### config.mk
export PLATFORM = sky130hd
export DESIGN_NAME = bdpc_core
export DESIGN_NICKNAME = d
export VERILOG_FILES = /design/src/core/bdpc_pkg.sv /design/src/core/bdpc_core.sv
export SDC_FILE = /design/constraint.sdc
export NUM_CORES = 1
export LEC_CHECK = 0
export BUFFER_PORTS_ARGS = -buffer_cell sky130_fd_sc_hd__buf_2
export CORE_ASPECT_RATIO = 1.1
export CORE_MARGIN = 4
export CORE_UTILIZATION = 65
export DETAILED_ROUTE_END_ITERATION = 10
export PLACE_DENSITY = 0.84
export SETUP_SLACK_MARGIN = 0.2
export SLEW_MARGIN = 40
export SYNTH_ARGS = -nofsm -noshare
export SYNTH_HDL_FRONTEND = slang
export SYNTH_SLANG_ARGS = --single-unit
### constraint.sdc
create_clock -name clock_in -period 4.3 [get_ports clock_in]
set_input_delay 0.645 -clock clock_in [delete_from_list [all_inputs] [get_ports clock_in]]
set_output_delay 0.645 -clock clock_in [all_outputs]
set_load 0.01 [all_outputs]
### src/core/bdpc_pkg.sv
// constants and types for the bridge decay and protection controller
package bdpc_pkg;
    // ------------------------------------------------------------
    // timing
    // ------------------------------------------------------------
    localparam int CLK_PERIOD_NS      = 50;
    localparam int OFF_TIME_NS        = 25000;
    localparam int DEAD_TIME_NS       = 400;
    localparam int STANDBY_TIME_US    = 1000;
    localparam int RETRY_TIME_US      = 2000;
    localparam int OFF_CYCLES         = OFF_TIME_NS / CLK_PERIOD_NS;
    localparam int FAST_CYCLES        = OFF_CYCLES / 2;
    localparam int DEAD_CYCLES        = (DEAD_TIME_NS + CLK_PERIOD_NS - 1) / CLK_PERIOD_NS;
    localparam int STANDBY_CYCLES     = (STANDBY_TIME_US * 1000) / CLK_PERIOD_NS;
    localparam int RETRY_CYCLES       = (RETRY_TIME_US * 1000) / CLK_PERIOD_NS;
    localparam int CNT_W              = 16;

    // ------------------------------------------------------------
    // types
    // ------------------------------------------------------------
    typedef enum logic [2:0] {
        BDPC_DRIVE,
        BDPC_FAST,
        BDPC_DEAD,
        BDPC_SLOW
    } bdpc_phase_e;

    // gate order: {high_a, low_a, high_b, low_b}
    localparam logic [3:0] GATES_OFF   = 4'h0;
    localparam logic [3:0] GATES_FWD   = 4'h9;
    localparam logic [3:0] GATES_REV   = 4'h6;
    localparam logic [3:0] GATES_BRAKE = 4'h5;
endpackage

### src/core/bdpc_core.sv
// bridge decay and protection control logic
`timescale 1ns/10ps
`default_nettype none
module bdpc_core #(
    parameter int STANDBY_LIMIT = bdpc_pkg::STANDBY_CYCLES,
    parameter int RETRY_LIMIT   = bdpc_pkg::RETRY_CYCLES
) (
    input  wire logic       clock_in,
    input  wire logic       resetn_in,
    input  wire logic       bridge_input_a_in,
    input  wire logic       bridge_input_b_in,
    input  wire logic       current_trip_in,
    input  wire logic       zero_current_in,
    input  wire logic       thermal_hot_in,
    input  wire logic       thermal_cool_in,
    input  wire logic       undervoltage_lockout_in,
    input  wire logic       overcurrent_in,
    input  wire logic       fault_retry_select_in,
    output logic [3:0]      gates_out,
    output logic            sync_rect_out,
    output logic            standby_out,
    output logic            fault_flag_low_out
);
    import bdpc_pkg::*;

    // ------------------------------------------------------------
    // state
    // ------------------------------------------------------------
    bdpc_phase_e        phase_r, phase_nxt;
    logic [CNT_W-1:0]   off_cnt_r, off_cnt_nxt;
    logic [CNT_W-1:0]   dead_cnt_r, dead_cnt_nxt;
    logic [CNT_W-1:0]   sby_cnt_r, sby_cnt_nxt;
    logic [CNT_W-1:0]   retry_cnt_r, retry_cnt_nxt;
    logic               hot_r, hot_nxt;
    logic               fault_r, fault_nxt;
    logic               standby_r, standby_nxt;
    logic               zero_r, zero_nxt;
    logic [3:0]         gates_r, gates_nxt;
    logic               sync_r, sync_nxt;
    logic               inhibit;
    logic               brake_cmd;
    logic               coast_cmd;
    logic [3:0]         drive_gates;
    logic [3:0]         fast_gates;

    assign brake_cmd = bridge_input_a_in & bridge_input_b_in;
    assign coast_cmd = ~bridge_input_a_in & ~bridge_input_b_in;
    // thermal, undervoltage, fault and standby all inhibit the bridge; the thermal and fault
    // latches' next values are used so the gates drop on the very edge that sets them
    assign inhibit = hot_nxt | undervoltage_lockout_in | fault_nxt | standby_r;

    // ------------------------------------------------------------
    // protection, standby and retry
    // ------------------------------------------------------------
    // thermal latch: trips at the hot mark, releases only at the cooler mark
    always_comb begin
        hot_nxt       = hot_r;
        fault_nxt     = fault_r;
        standby_nxt   = standby_r;
        sby_cnt_nxt   = sby_cnt_r;
        retry_cnt_nxt = retry_cnt_r;
        if (thermal_hot_in) begin
            hot_nxt = 1'b1;
        end else if (thermal_cool_in) begin
            hot_nxt = 1'b0;
        end
        if (coast_cmd) begin
            if (sby_cnt_r >= CNT_W'(STANDBY_LIMIT)) begin
                standby_nxt = 1'b1;
            end else begin
                sby_cnt_nxt = sby_cnt_r + 1'b1;
            end
        end else begin
            sby_cnt_nxt = '0;
            standby_nxt = 1'b0;
        end
        // leaving standby clears a latched fault; new overcurrent wins
        if (standby_r && !coast_cmd) begin
            fault_nxt = 1'b0;
        end
        if (fault_r && fault_retry_select_in) begin
            if (retry_cnt_r >= CNT_W'(RETRY_LIMIT - 1)) begin
                fault_nxt     = 1'b0;
                retry_cnt_nxt = '0;
            end else begin
                retry_cnt_nxt = retry_cnt_r + 1'b1;
            end
        end else begin
            retry_cnt_nxt = '0;
        end
        if (overcurrent_in) begin
            fault_nxt = 1'b1;
        end
    end

    // ------------------------------------------------------------
    // off-time sequencer
    // ------------------------------------------------------------
    always_comb begin
        drive_gates = bridge_input_a_in ? GATES_FWD : GATES_REV;
        // fast decay reverses the diagonal so current falls into the supply
        fast_gates  = bridge_input_a_in ? GATES_REV : GATES_FWD;
    end

    always_comb begin
        phase_nxt    = phase_r;
        off_cnt_nxt  = off_cnt_r;
        dead_cnt_nxt = dead_cnt_r;
        zero_nxt     = zero_r;
        gates_nxt    = GATES_OFF;
        sync_nxt     = 1'b0;
        if (phase_r != BDPC_DRIVE) begin
            off_cnt_nxt = off_cnt_r + 1'b1;
        end
        if (zero_current_in) begin
            zero_nxt = 1'b1;
        end
        case (phase_r)
            BDPC_DRIVE: begin
            end
            BDPC_FAST: begin
                if (off_cnt_r >= CNT_W'(FAST_CYCLES - 1)) begin
                    phase_nxt    = BDPC_DEAD;
                    dead_cnt_nxt = '0;
                end
            end
            BDPC_DEAD: begin
                dead_cnt_nxt = dead_cnt_r + 1'b1;
                if (dead_cnt_r >= CNT_W'(DEAD_CYCLES - 1)) begin
                    phase_nxt = BDPC_SLOW;
                end
            end
            BDPC_SLOW: begin
                if (off_cnt_r >= CNT_W'(OFF_CYCLES - 1)) begin
                    phase_nxt = BDPC_DRIVE;
                end
            end
            default: begin
                phase_nxt = BDPC_DRIVE;
            end
        endcase
        // a trip restarts the whole off-time from zero, even mid-cycle
        if (current_trip_in && !brake_cmd && !coast_cmd) begin
            phase_nxt   = BDPC_FAST;
            off_cnt_nxt = '0;
            zero_nxt    = 1'b0;
        end
        // brake or coast abandons any decay phase before the gates are decoded,
        // so the short or the release takes effect on the very next edge
        if (brake_cmd || coast_cmd) begin
            phase_nxt = BDPC_DRIVE;
        end
        // gate decode from the next phase so the outputs line up with it
        case (phase_nxt)
            BDPC_DRIVE: begin
                if (brake_cmd) begin
                    gates_nxt = GATES_BRAKE;
                end else if (!coast_cmd) begin
                    gates_nxt = drive_gates;
                end
            end
            BDPC_FAST: begin
                gates_nxt = zero_nxt ? GATES_OFF : fast_gates;
                sync_nxt  = ~zero_nxt;
            end
            BDPC_DEAD: begin
                gates_nxt = GATES_OFF;
            end
            BDPC_SLOW: begin
                gates_nxt = zero_nxt ? GATES_OFF : GATES_BRAKE;
                sync_nxt  = ~zero_nxt;
            end
            default: begin
                gates_nxt = GATES_OFF;
            end
        endcase
        if (inhibit) begin
            phase_nxt = BDPC_DRIVE;
            gates_nxt = GATES_OFF;
            sync_nxt  = 1'b0;
        end
    end

    // ------------------------------------------------------------
    // registers
    // ------------------------------------------------------------
    always_ff @(posedge clock_in or negedge resetn_in) begin
        if (!resetn_in) begin
            phase_r     <= BDPC_DRIVE;
            off_cnt_r   <= '0;
            dead_cnt_r  <= '0;
            sby_cnt_r   <= '0;
            retry_cnt_r <= '0;
            hot_r       <= 1'b0;
            fault_r     <= 1'b0;
            standby_r   <= 1'b0;
            zero_r      <= 1'b0;
            gates_r     <= GATES_OFF;
            sync_r      <= 1'b0;
        end else begin
            phase_r     <= phase_nxt;
            off_cnt_r   <= off_cnt_nxt;
            dead_cnt_r  <= dead_cnt_nxt;
            sby_cnt_r   <= sby_cnt_nxt;
            retry_cnt_r <= retry_cnt_nxt;
            hot_r       <= hot_nxt;
            fault_r     <= fault_nxt;
            standby_r   <= standby_nxt;
            zero_r      <= zero_nxt;
            gates_r     <= gates_nxt;
            sync_r      <= sync_nxt;
        end
    end

    assign gates_out          = gates_r;
    assign sync_rect_out      = sync_r;
    assign standby_out        = standby_r;
    assign fault_flag_low_out = ~fault_r;

    // ------------------------------------------------------------
    // checks
    // ------------------------------------------------------------
    a_thermal_off: assert property (@(posedge clock_in) disable iff (!resetn_in)
        hot_r |-> gates_r == GATES_OFF) else $error("gates on while hot");
    a_lockout_off: assert property (@(posedge clock_in) disable iff (!resetn_in)
        undervoltage_lockout_in |=> gates_r == GATES_OFF) else $error("gates on in lockout");
    a_brake_short: assert property (@(posedge clock_in) disable iff (!resetn_in)
        (brake_cmd && !inhibit) |=> gates_r == GATES_BRAKE) else $error("no brake");
    a_brake_release: assert property (@(posedge clock_in) disable iff (!resetn_in)
        (!brake_cmd && phase_nxt == BDPC_DRIVE) |=> gates_r != GATES_BRAKE)
        else $error("brake held");
    a_trip_fast: assert property (@(posedge clock_in) disable iff (!resetn_in)
        (current_trip_in && !brake_cmd && !coast_cmd && !inhibit) |=> phase_r == BDPC_FAST)
        else $error("trip missed");
    a_fast_len: assert property (@(posedge clock_in) disable iff (!resetn_in)
        (phase_r == BDPC_FAST && off_cnt_r < CNT_W'(FAST_CYCLES - 1))
        |-> phase_nxt != BDPC_DEAD) else $error("fast decay short");
    a_dead_off: assert property (@(posedge clock_in) disable iff (!resetn_in)
        phase_r == BDPC_DEAD |-> (gates_r == GATES_OFF && !sync_r))
        else $error("drivers on in dead time");
    a_zero_sync: assert property (@(posedge clock_in) disable iff (!resetn_in)
        (zero_current_in && !current_trip_in) |=> !sync_r) else $error("sync after zero");
endmodule
`default_nettype wire

==> impl_results.rst, run 1 <==
.. list-table::
   :header-rows: 1

   * - Metric
     - Value
   * - RePlAce Congestion
     - 0.8112
   * - Cell-by-cell listing of the critical path
     - inv_1 -> ha_1 -> or3b_2 -> nand4_1 -> and3_1 -> a2111oi_4 -> or4_1 -> o21ai_1
   * - Required arrival time at the worst endpoint
     - 4570 ps
   * - Proportion of synthesized chip area in sequential cells
     - 48.81%
   * - Core Area
     - 0.005806 mm^2
   * - Instance area after placement
     - 0.004059 mm^2
   * - Effective utilization at floorplan
     - 67.11%
   * - Largest delay contributor family on the critical path
     - simple AND/OR/NAND/NOR gates
   * - Fin. max-slew vios
     - 0
   * - Setup tns final
     - 0 ps
   * - Pin slew with the least headroom to its limit
     - 717.5 ps
   * - Via count
     - 2866
   * - Number of synthesized flops with an enable pin
     - 0
   * - Slowest CP cell
     - or4_1
   * - Cell type with the largest total area after synthesis
     - dfrtp_1
   * - Main area contributors after synthesis
     - dfrtp_1 49%, nor2_1 5.0%, xnor2_1 4.5%
   * - GRT Overall Usage
     - 22.37%
   * - Most frequent cells in the layout
     - 76 x dfrtp_1, 52 x nor2_1, 35 x nand2_1
   * - Critical path startpoint category
     - flip-flop
   * - Multi-input gate area
     - 0.001886 mm^2
   * - Wire length of the first global-routing pass
     - 12540 um
   * - Finish-stage setup viols
     - 0
   * - Register cell area after layout
     - 0.001902 mm^2
   * - Non-Filler Cell Area, Final
     - 0.004295 mm^2
   * - Mean instance size in the synthesized netlist
     - 9.692 um^2
   * - LEAKAGE
     - 1.945 nW
   * - Highest cell delay on the worst timing path
     - 540 ps
   * - Maximum capacitance violations
     - 0
   * - Clock Skews
     - 10.41 ps
   * - Worst setup path class
     - reg -> reg
   * - Share of cells above drive strength 1
     - 10.54%
   * - Global route total overflow
     - 0
   * - Cell row count
     - 29
   * - Total power per unit cell area
     - 340.3 mW/mm^2
   * - Wire length per cell
     - 14.38 um
   * - Met3 layer usage reported by global route
     - 4.032%
   * - Hold Violations, Final
     - 0
   * - Number of warning messages in the yosys log
     - 0
   * - Synthesized cell area
     - 0.003896 mm^2
   * - Antenna diode count
     - 0
   * - Detailed-routing iteration count for the pre-antenna-repair pass
     - 4
   * - VDD IR max
     - 0.0002525 V
   * - Die width
     - 81.82 um
   * - DIE HEIGHT
     - 89.20 um
   * - Final Net Count
     - 444
   * - Post-CTS setup-driven buffer insertion count
     - 0
   * - Number of gates resized after cts
     - 0
   * - Non-filler instance count after layout
     - 504
   * - GR Util met2
     - 36.88%
   * - Maximum clock frequency
     - 395.7 MHz
   * - Post-CTS clock slew at the launch and capture registers of the worst setup and hold paths
     - 80 ps
   * - Worst max-slew margin expressed relative to the limit
     - 52.08%
   * - Critical path endpoint category
     - flip-flop
   * - Ratio of routed vias to standard cells
     - 5.687
   * - Number of DRC markers in iteration 0
     - 125
   * - CTS Buf Count
     - 9
   * - Total I/O pin count
     - 18
   * - Final cycle utilization of the critical path
     - 58.78%
   * - Share of Yosys cell area claimed by the top area cell type
     - 48.81%
   * - Pin count of the biggest net entering global routing
     - 77
   * - Met1 usage
     - 29.03%
   * - Clock insertion delay at the later pin of the skew report
     - 350 ps
   * - Top flip-flop cell by instance count after synthesis
     - dfrtp_1
   * - Number of global-route vias before repair
     - 2824
   * - Most common cell after layout, fill and taps aside
     - dfrtp_1
   * - DRC violation count after routing
     - 0
   * - Status
     - finished clean
   * - Unique cell type count in the Yosys netlist
     - 47
   * - Signed area change from the synthesized netlist to the final layout
     - 10.24%
   * - Hold Path Class
     - in -> async
   * - Routed WL
     - 7246 um
   * - Max FO, Critical Path
     - 10
   * - Proportion of synthesized flip-flops having asynchronous set or reset
     - 100.0%
   * - Count of nets left with antenna violations after detail routing
     - 0
   * - Maximum buffer depth of the clock tree
     - 2
   * - Count of buffering cells on the critical path with inverters included
     - 1
   * - Clock tree from TritonCTS
     - built
   * - Inst Count DP
     - 488
   * - Die Outline Area
     - 0.007298 mm^2
   * - Antenna violations before repair
     - 0
   * - Number of cells produced by synthesis
     - 402
   * - Clk root buf
     - clkbuf_8
   * - Layer with the highest usage after global routing
     - met2
   * - Dpl hpwl
     - 4983 um
   * - Number of fill cells
     - 393
   * - # hold bufs at CTS
     - 0
   * - WP data arrival
     - 2800 ps
   * - Post-synth net total
     - 424
   * - H-tree Lvls
     - 3
   * - Synthesized flop and latch total
     - 76
   * - Total number of clock tree sinks
     - 76
   * - Number of buffer cells added on primary ports
     - 17
   * - RSZ-0062 raised after global routing
     - no
   * - Clock period minus final worst setup slack
     - 2527 ps
## path summary, 6_finish.rpt
path | slack [ps] | endpoint | start | cells past startpoint
worst max-delay path | 1770 | gates_out[2]$_DFF_PN0_ | off_cnt_r[1]$_DFFE_PN0P_ | 8
worst min-delay path | 300 | retry_cnt_r[12]$_DFF_PN0_ | resetn_in | 1
worst max register to register | 1770 | gates_out[2]$_DFF_PN0_ | off_cnt_r[1]$_DFFE_PN0P_ | 8
worst min register to register | 470 | hot_r$_DFF_PN0_ | hot_r$_DFF_PN0_ | 2
max in group asynchronous | 3540 | off_cnt_r[9]$_DFFE_PN0P_ | resetn_in | 1
min in group clock_in | 470 | hot_r$_DFF_PN0_ | hot_r$_DFF_PN0_ | 2
## power by group
part,total [W],internal [W],switching (W),leakage [nW]
Sequential,0.000744,0.000727,0.0000162,1.04
Combinational,0.0000888,0.0000325,0.0000563,0.786
Clock,0.000630,0.000375,0.000255,0.116
Total,0.00146,0.00113,0.000327,1.94
## cell families after synthesis
| family | after synthesis | synth area share [%] |
|---|---|---|
| and+or+nand+nor | 187 | 24.89 |
| DFF | 76 | 48.81 |
| AOI/OAI and AO/OA | 62 | 11.24 |
| xor gates and xnor gates | 35 | 7.868 |
| buffers and inverters | 27 | 2.794 |
| adders and majority gates | 11 | 3.532 |
| muxes | 3 | 0.7707 |
| other | 1 | 0.09625 |
## sequential cells by signal, summed over array words and instances, names as in the netlist
register and cells:
fault_r 1, retry_cnt_r 16, sby_cnt_r 16, gates_out 4, hot_r 1, sync_rect_out 1
standby_out 1, zero_r 1, dead_cnt_r 16, off_cnt_r 16, phase_r 3
## cell type report
type	count	area share (%)
clock inverters	3	1.573
repair buffers	21	2.767
well taps	77	2.243
multi-input cells	299	43.90
flip-flops and latches	76	44.28
inverters	15	1.311
clock buffers	13	3.932
## cells in the mapped netlist, types with 2 or more instances
master	count
xnor2_1	20
ha_1	11
nor2b_1	7
and2_1	17
and4_1	5
nor4_1	4
mux2i_1	3
nor2_1	52
o21ai_1	4
nand4_1	10
dfrtp_1	76
o21ai_0	26
o211ai_1	4
nand2_1	35
clkbuf_1	10
inv_1	15
or3_1	7
and3_1	14
nand3_1	21
a41oi_1	2
a21oi_1	11
a2111oi_2	2
nor3_1	4
o31ai_1	3
xor2_1	15
or4_1	3
## layer usage
layer	routed length [um]	part of all wire, %
met1	3391	47
met3	225	3.1
met2	3479	48
met5	0	0
met4	150	2.1
## worst register-to-register path, stage by stage (launching register included)
cell and delay, ps:
dfrtp_1 410, inv_1 100, ha_1 190, or3b_2 450, nand4_1 110, and3_1 400, a2111oi_4 160, or4_1 540
o21ai_1 100
## per-stage QoR
stage           power, W  util (%)  setup slack (ps)  hold WS [ps]
2_1_floorplan  0.0008101         -              1756         349.4
5_1_grt         0.001518     73.99              1606         357.6
4_1_cts         0.001474     73.99              1748         332.9
6_report        0.001462     73.99              1773         303.9
3_5_place_dp   0.0008487     69.91              1496         460.8
3_3_place_gp   0.0008399     69.63              1629         446.0
No activity file was read; power rests on OpenSTA's default activity.
==> run 2: changes to the inputs <==
- ABC_AREA: unset -> 1
- CORE_UTILIZATION: 65 -> 62
- PLACE_DENSITY: 0.84 -> 0.8
- clock period: 4.3 -> 2.47 ns (I/O delays scaled with it)
==> run 2 against run 1 <==
- worst hold slack worse by 300 ps
- synthesized area rose by 9.0%
- first-iteration DRC count increased by 66%
- sequential power is 72% higher
- design area up 7.4%
- clock power rose by 40%
- register-to-register slack got worse by 1200 ps
- utilization fell by 4.4 points
- setup slack got worse by 1200 ps
- sequential share of layout area down 3.1 points
==> impl_results.rst, run 2 <==
.. list-table::
   :header-rows: 1

   * - Metric
     - Value
   * - Synthesized flop and latch total
     - 76 (unchanged)
   * - Reg-to-reg critical path startpoint
     - sby_cnt_r[8]$_DFFE_PN0P_ (was off_cnt_r[1]$_DFFE_PN0P_)
   * - Number of gates resized after cts
     - 0 (unchanged)
   * - Number of global-route vias before repair
     - 3515 (was 2824)
   * - Number of DRC markers in iteration 0
     - 208 (was 125)
   * - Global route total overflow
     - 0 (unchanged)
   * - Synthesized cell area
     - 0.004247 mm^2 (was 0.003896 mm^2)
   * - Proportion of synthesized flip-flops having asynchronous set or reset
     - 100.0% (unchanged)
   * - Worst setup path class
     - reg -> reg (unchanged)
   * - Number of cells produced by synthesis
     - 529 (was 402)
   * - CTS Buf Count
     - 9 (unchanged)
   * - Total power per unit cell area
     - 499.6 mW/mm^2 (was 340.3 mW/mm^2)
   * - Fin. max-slew vios
     - 0 (unchanged)
   * - Layer with the highest usage after global routing
     - met2 (unchanged)
   * - Met3 layer usage reported by global route
     - 5.148% (was 4.032%)
   * - Post-CTS clock slew at the launch and capture registers of the worst setup and hold paths
     - 90 ps (was 80 ps)
   * - Clock insertion delay at the later pin of the skew report
     - 360 ps (was 350 ps)
   * - Number of fill cells
     - 525 (was 393)
   * - Proportion of synthesized chip area in sequential cells
     - 44.78% (was 48.81%)
   * - Core Area
     - 0.006633 mm^2 (was 0.005806 mm^2)
   * - DIE HEIGHT
     - 94.80 um (was 89.20 um)
   * - Maximum buffer depth of the clock tree
     - 2 (unchanged)
   * - VDD IR max
     - 0.0003559 V (was 0.0002525 V)
   * - Worst max-slew margin expressed relative to the limit
     - 55.03% (was 52.08%)
   * - Required arrival time at the worst endpoint
     - 2700 ps (was 4570 ps)
   * - DRC violation count after routing
     - 0 (unchanged)
   * - Ratio of routed vias to standard cells
     - 5.562 (was 5.687)
   * - Total number of clock tree sinks
     - 76 (unchanged)
   * - Reg-to-Reg End
     - sby_cnt_r[10]$_DFFE_PN0P_ (was gates_out[2]$_DFF_PN0_)
   * - Non-Filler Cell Area, Final
     - 0.004613 mm^2 (was 0.004295 mm^2)
   * - Finish-stage setup viols
     - 0 (unchanged)
   * - Post-CTS setup-driven buffer insertion count
     - 0 (unchanged)
   * - Final Net Count
     - 576 (was 444)
   * - Share of Yosys cell area claimed by the top area cell type
     - 44.78% (was 48.81%)
   * - Instance area after placement
     - 0.004432 mm^2 (was 0.004059 mm^2)
   * - Pin slew with the least headroom to its limit
     - 674.6 ps (was 717.5 ps)
   * - Top flip-flop cell by instance count after synthesis
     - dfrtp_1 (unchanged)
   * - Dpl hpwl
     - 6145 um (was 4983 um)
   * - Effective utilization at floorplan
     - 64.03% (was 67.11%)
   * - GR Util met2
     - 37.03% (was 36.88%)
   * - Hold Violations, Final
     - 0 (unchanged)
   * - Post-synth net total
     - 551 (was 424)
   * - # hold bufs at CTS
     - 0 (unchanged)
   * - Cell row count
     - 31 (was 29)
   * - Clk root buf
     - clkbuf_8 (unchanged)
   * - Main area contributors after synthesis
     - dfrtp_1 45%, nand2_1 8.0%, inv_1 6.2% (was dfrtp_1 49%, nor2_1 5.0%, xnor2_1 4.5%)
   * - Antenna diode count
     - 0 (unchanged)
   * - Wire length of the first global-routing pass
     - 14770 um (was 12540 um)
   * - GRT Overall Usage
     - 22.48% (was 22.37%)
   * - Most numerous cell in the Yosys netlist
     - nand2_1 (was dfrtp_1)
   * - H-tree Lvls
     - 3 (unchanged)
   * - Max FO, Critical Path
     - 13 (was 10)
   * - Share of cells above drive strength 1
     - 13.60% (was 10.54%)
   * - WP data arrival
     - 2170 ps (was 2800 ps)
   * - Clock tree from TritonCTS
     - built (unchanged)
   * - Wire length per cell
     - 13.07 um (was 14.38 um)
   * - Die Outline Area
     - 0.008239 mm^2 (was 0.007298 mm^2)
   * - Cell type with the largest total area after synthesis
     - dfrtp_1 (unchanged)
   * - Critical path endpoint
     - sby_cnt_r[10]$_DFFE_PN0P_ (was gates_out[2]$_DFF_PN0_)
   * - Final cycle utilization of the critical path
     - 78.42% (was 58.78%)
   * - Most common cell after layout, fill and taps aside
     - nand2_1 (was dfrtp_1)
   * - Total I/O pin count
     - 18 (unchanged)
   * - Reg-to-reg setup timing slack
     - 530 ps (was 1770 ps)
   * - Depth of the worst register-to-register path
     - 7 (was 8)
   * - Count of nets left with antenna violations after detail routing
     - 0 (unchanged)
   * - RSZ-0062 raised after global routing
     - no (unchanged)
   * - Antenna violations before repair
     - 0 (unchanged)
   * - Critical path startpoint category
     - flip-flop (unchanged)
   * - Post-layout utilization of the core
     - 69.55% (was 73.99%)
   * - Number of synthesized flops with an enable pin
     - 0 (unchanged)
   * - Clock Skews
     - 13.13 ps (was 10.41 ps)
   * - Maximum clock frequency
     - 516.3 MHz (was 395.7 MHz)
   * - Met1 usage
     - 28.09% (was 29.03%)
   * - Most frequent cells in the layout
     - 90 x nand2_1, 76 x dfrtp_1, 70 x inv_1 (was 76 x dfrtp_1, 52 x nor2_1, 35 x nand2_1)
   * - LEAKAGE
     - 2.156 nW (was 1.945 nW)
   * - Die width
     - 86.91 um (was 81.82 um)
   * - Via count
     - 3565 (was 2866)
   * - Signed area change from the synthesized netlist to the final layout
     - 8.633% (was 10.24%)
   * - Cell types with the highest counts after synthesis
     - 90 x nand2_1, 76 x dfrtp_1, 70 x inv_1, 62 x nor2_1, 39 x nand3_1 (was 76 x dfrtp_1, 52 x nor2_1, 35 x nand2_1, 26 x o21ai_0, 21 x nand3_1)
   * - Maximum capacitance violations
     - 0 (unchanged)
   * - Hold Path Class
     - in -> async (unchanged)
   * - RePlAce Congestion
     - 0.8995 (was 0.8112)
   * - Mean instance size in the synthesized netlist
     - 8.028 um^2 (was 9.692 um^2)
   * - Pin count of the biggest net entering global routing
     - 77 (unchanged)
   * - Status
     - finished clean (unchanged)
   * - Setup tns final
     - 0 ps (unchanged)
   * - Unique cell type count in the Yosys netlist
     - 43 (was 47)
   * - Worst setup startpoint
     - sby_cnt_r[8]$_DFFE_PN0P_ (was off_cnt_r[1]$_DFFE_PN0P_)
   * - Non-filler instance count after layout
     - 641 (was 504)
   * - Number of buffer cells added on primary ports
     - 17 (unchanged)
   * - Critical path endpoint category
     - flip-flop (unchanged)
   * - Hold slack
     - 0.8477 ps (was 303.9 ps)
   * - Routed WL
     - 8378 um (was 7246 um)
   * - Inst Count DP
     - 625 (was 488)
   * - Detailed-routing iteration count for the pre-antenna-repair pass
     - 5 (was 4)
   * - Clock period minus final worst setup slack
     - 1937 ps (was 2527 ps)
   * - Number of warning messages in the yosys log
     - 0 (unchanged)
-- run 2: changes by cell type in the layout (fill, tap and decap cells not counted), moves of 8 or more --
cell     change
inv_1       +55
nand2_1     +55
a21oi_1     +19
nand3_1     +18
nor3_1      +18
xnor2_1     -18
and2_1      -17
and3_1      -14
nor2_1      +10
nor2_2       +8
-- run 2: stage by stage --
stage | total power (W) | setup slack (ps)
after floorplan | 0.001390 | 767.6
after global placement | 0.001444 | 520.5
after detailed placement | 0.001451 | 393.5
after CTS | 0.002342 | 584.9
after global routing | 0.002413 | 388.8
final | 0.002305 | 533.1
-- run 2: worst min-delay path by stage --
stage                                 to  slack [ps]  cells after the start                startpoint
3_3_place_gp    retry_cnt_r[0]$_DFF_PN0_         450                      1  retry_cnt_r[0]$_DFF_PN0_
3_5_place_dp   dead_cnt_r[5]$_DFFE_PN0P_         440                      1                 resetn_in
4_1_cts                  hot_r$_DFF_PN0_          40                      1                 resetn_in
2_1_floorplan  dead_cnt_r[0]$_DFFE_PN0P_          70                      0                 resetn_in
6_report       dead_cnt_r[6]$_DFFE_PN0P_         0.8                      1                 resetn_in
5_1_grt                  hot_r$_DFF_PN0_          70                      1                 resetn_in
-- run 2: cell type report --
type	instances	area [um^2]	share of cell area (%)
repair buffers	19	106.4	2.305
inverters	77	291.5	6.320
multi-input cells	371	2029	43.99
clock buffers	9	123.9	2.685
clock inverters	7	57.56	1.248
well taps	82	102.6	2.224
flip-flops and latches	76	1902	41.23
-- run 2: critical path, stage by stage, from the launching register on --
cell	delay (ps)
dfrtp_1	460
nand2_1	120
nor3_1	230
a21oi_1	110
nand2_1	360
nand2_1	310
nand2_1	130
o21ai_0	90
-- run 2: power breakdown --
| part | leakage, nW | internal [W] | switching (W) |
|---|---|---|---|
| logic | 1.02 | 0.0000441 | 0.000103 |
| clock network | 0.0886 | 0.000380 | 0.000501 |
| registers | 1.04 | 0.00126 | 0.0000150 |
| total | 2.16 | 0.00169 | 0.000619 |
-- run 2: routing by layer --
layer | part of all wire, % | wire (um)
met1 | 45 | 3773
met4 | 2.0 | 171
met2 | 48 | 4001
met5 | 0 | 0
met3 | 5.2 | 432
-- run 2: kinds of logic after synthesis --
kind of cell               share of synthesized area, %
AOI/OAI and AO/OA                                 10.46
other                                           0.08831
adders and majority gates                         3.241
muxes                                            0.2357
buffers and inverters                             7.425
xor gates and xnor gates                          2.681
and+or+nand+nor                                   31.08
DFF                                               44.78
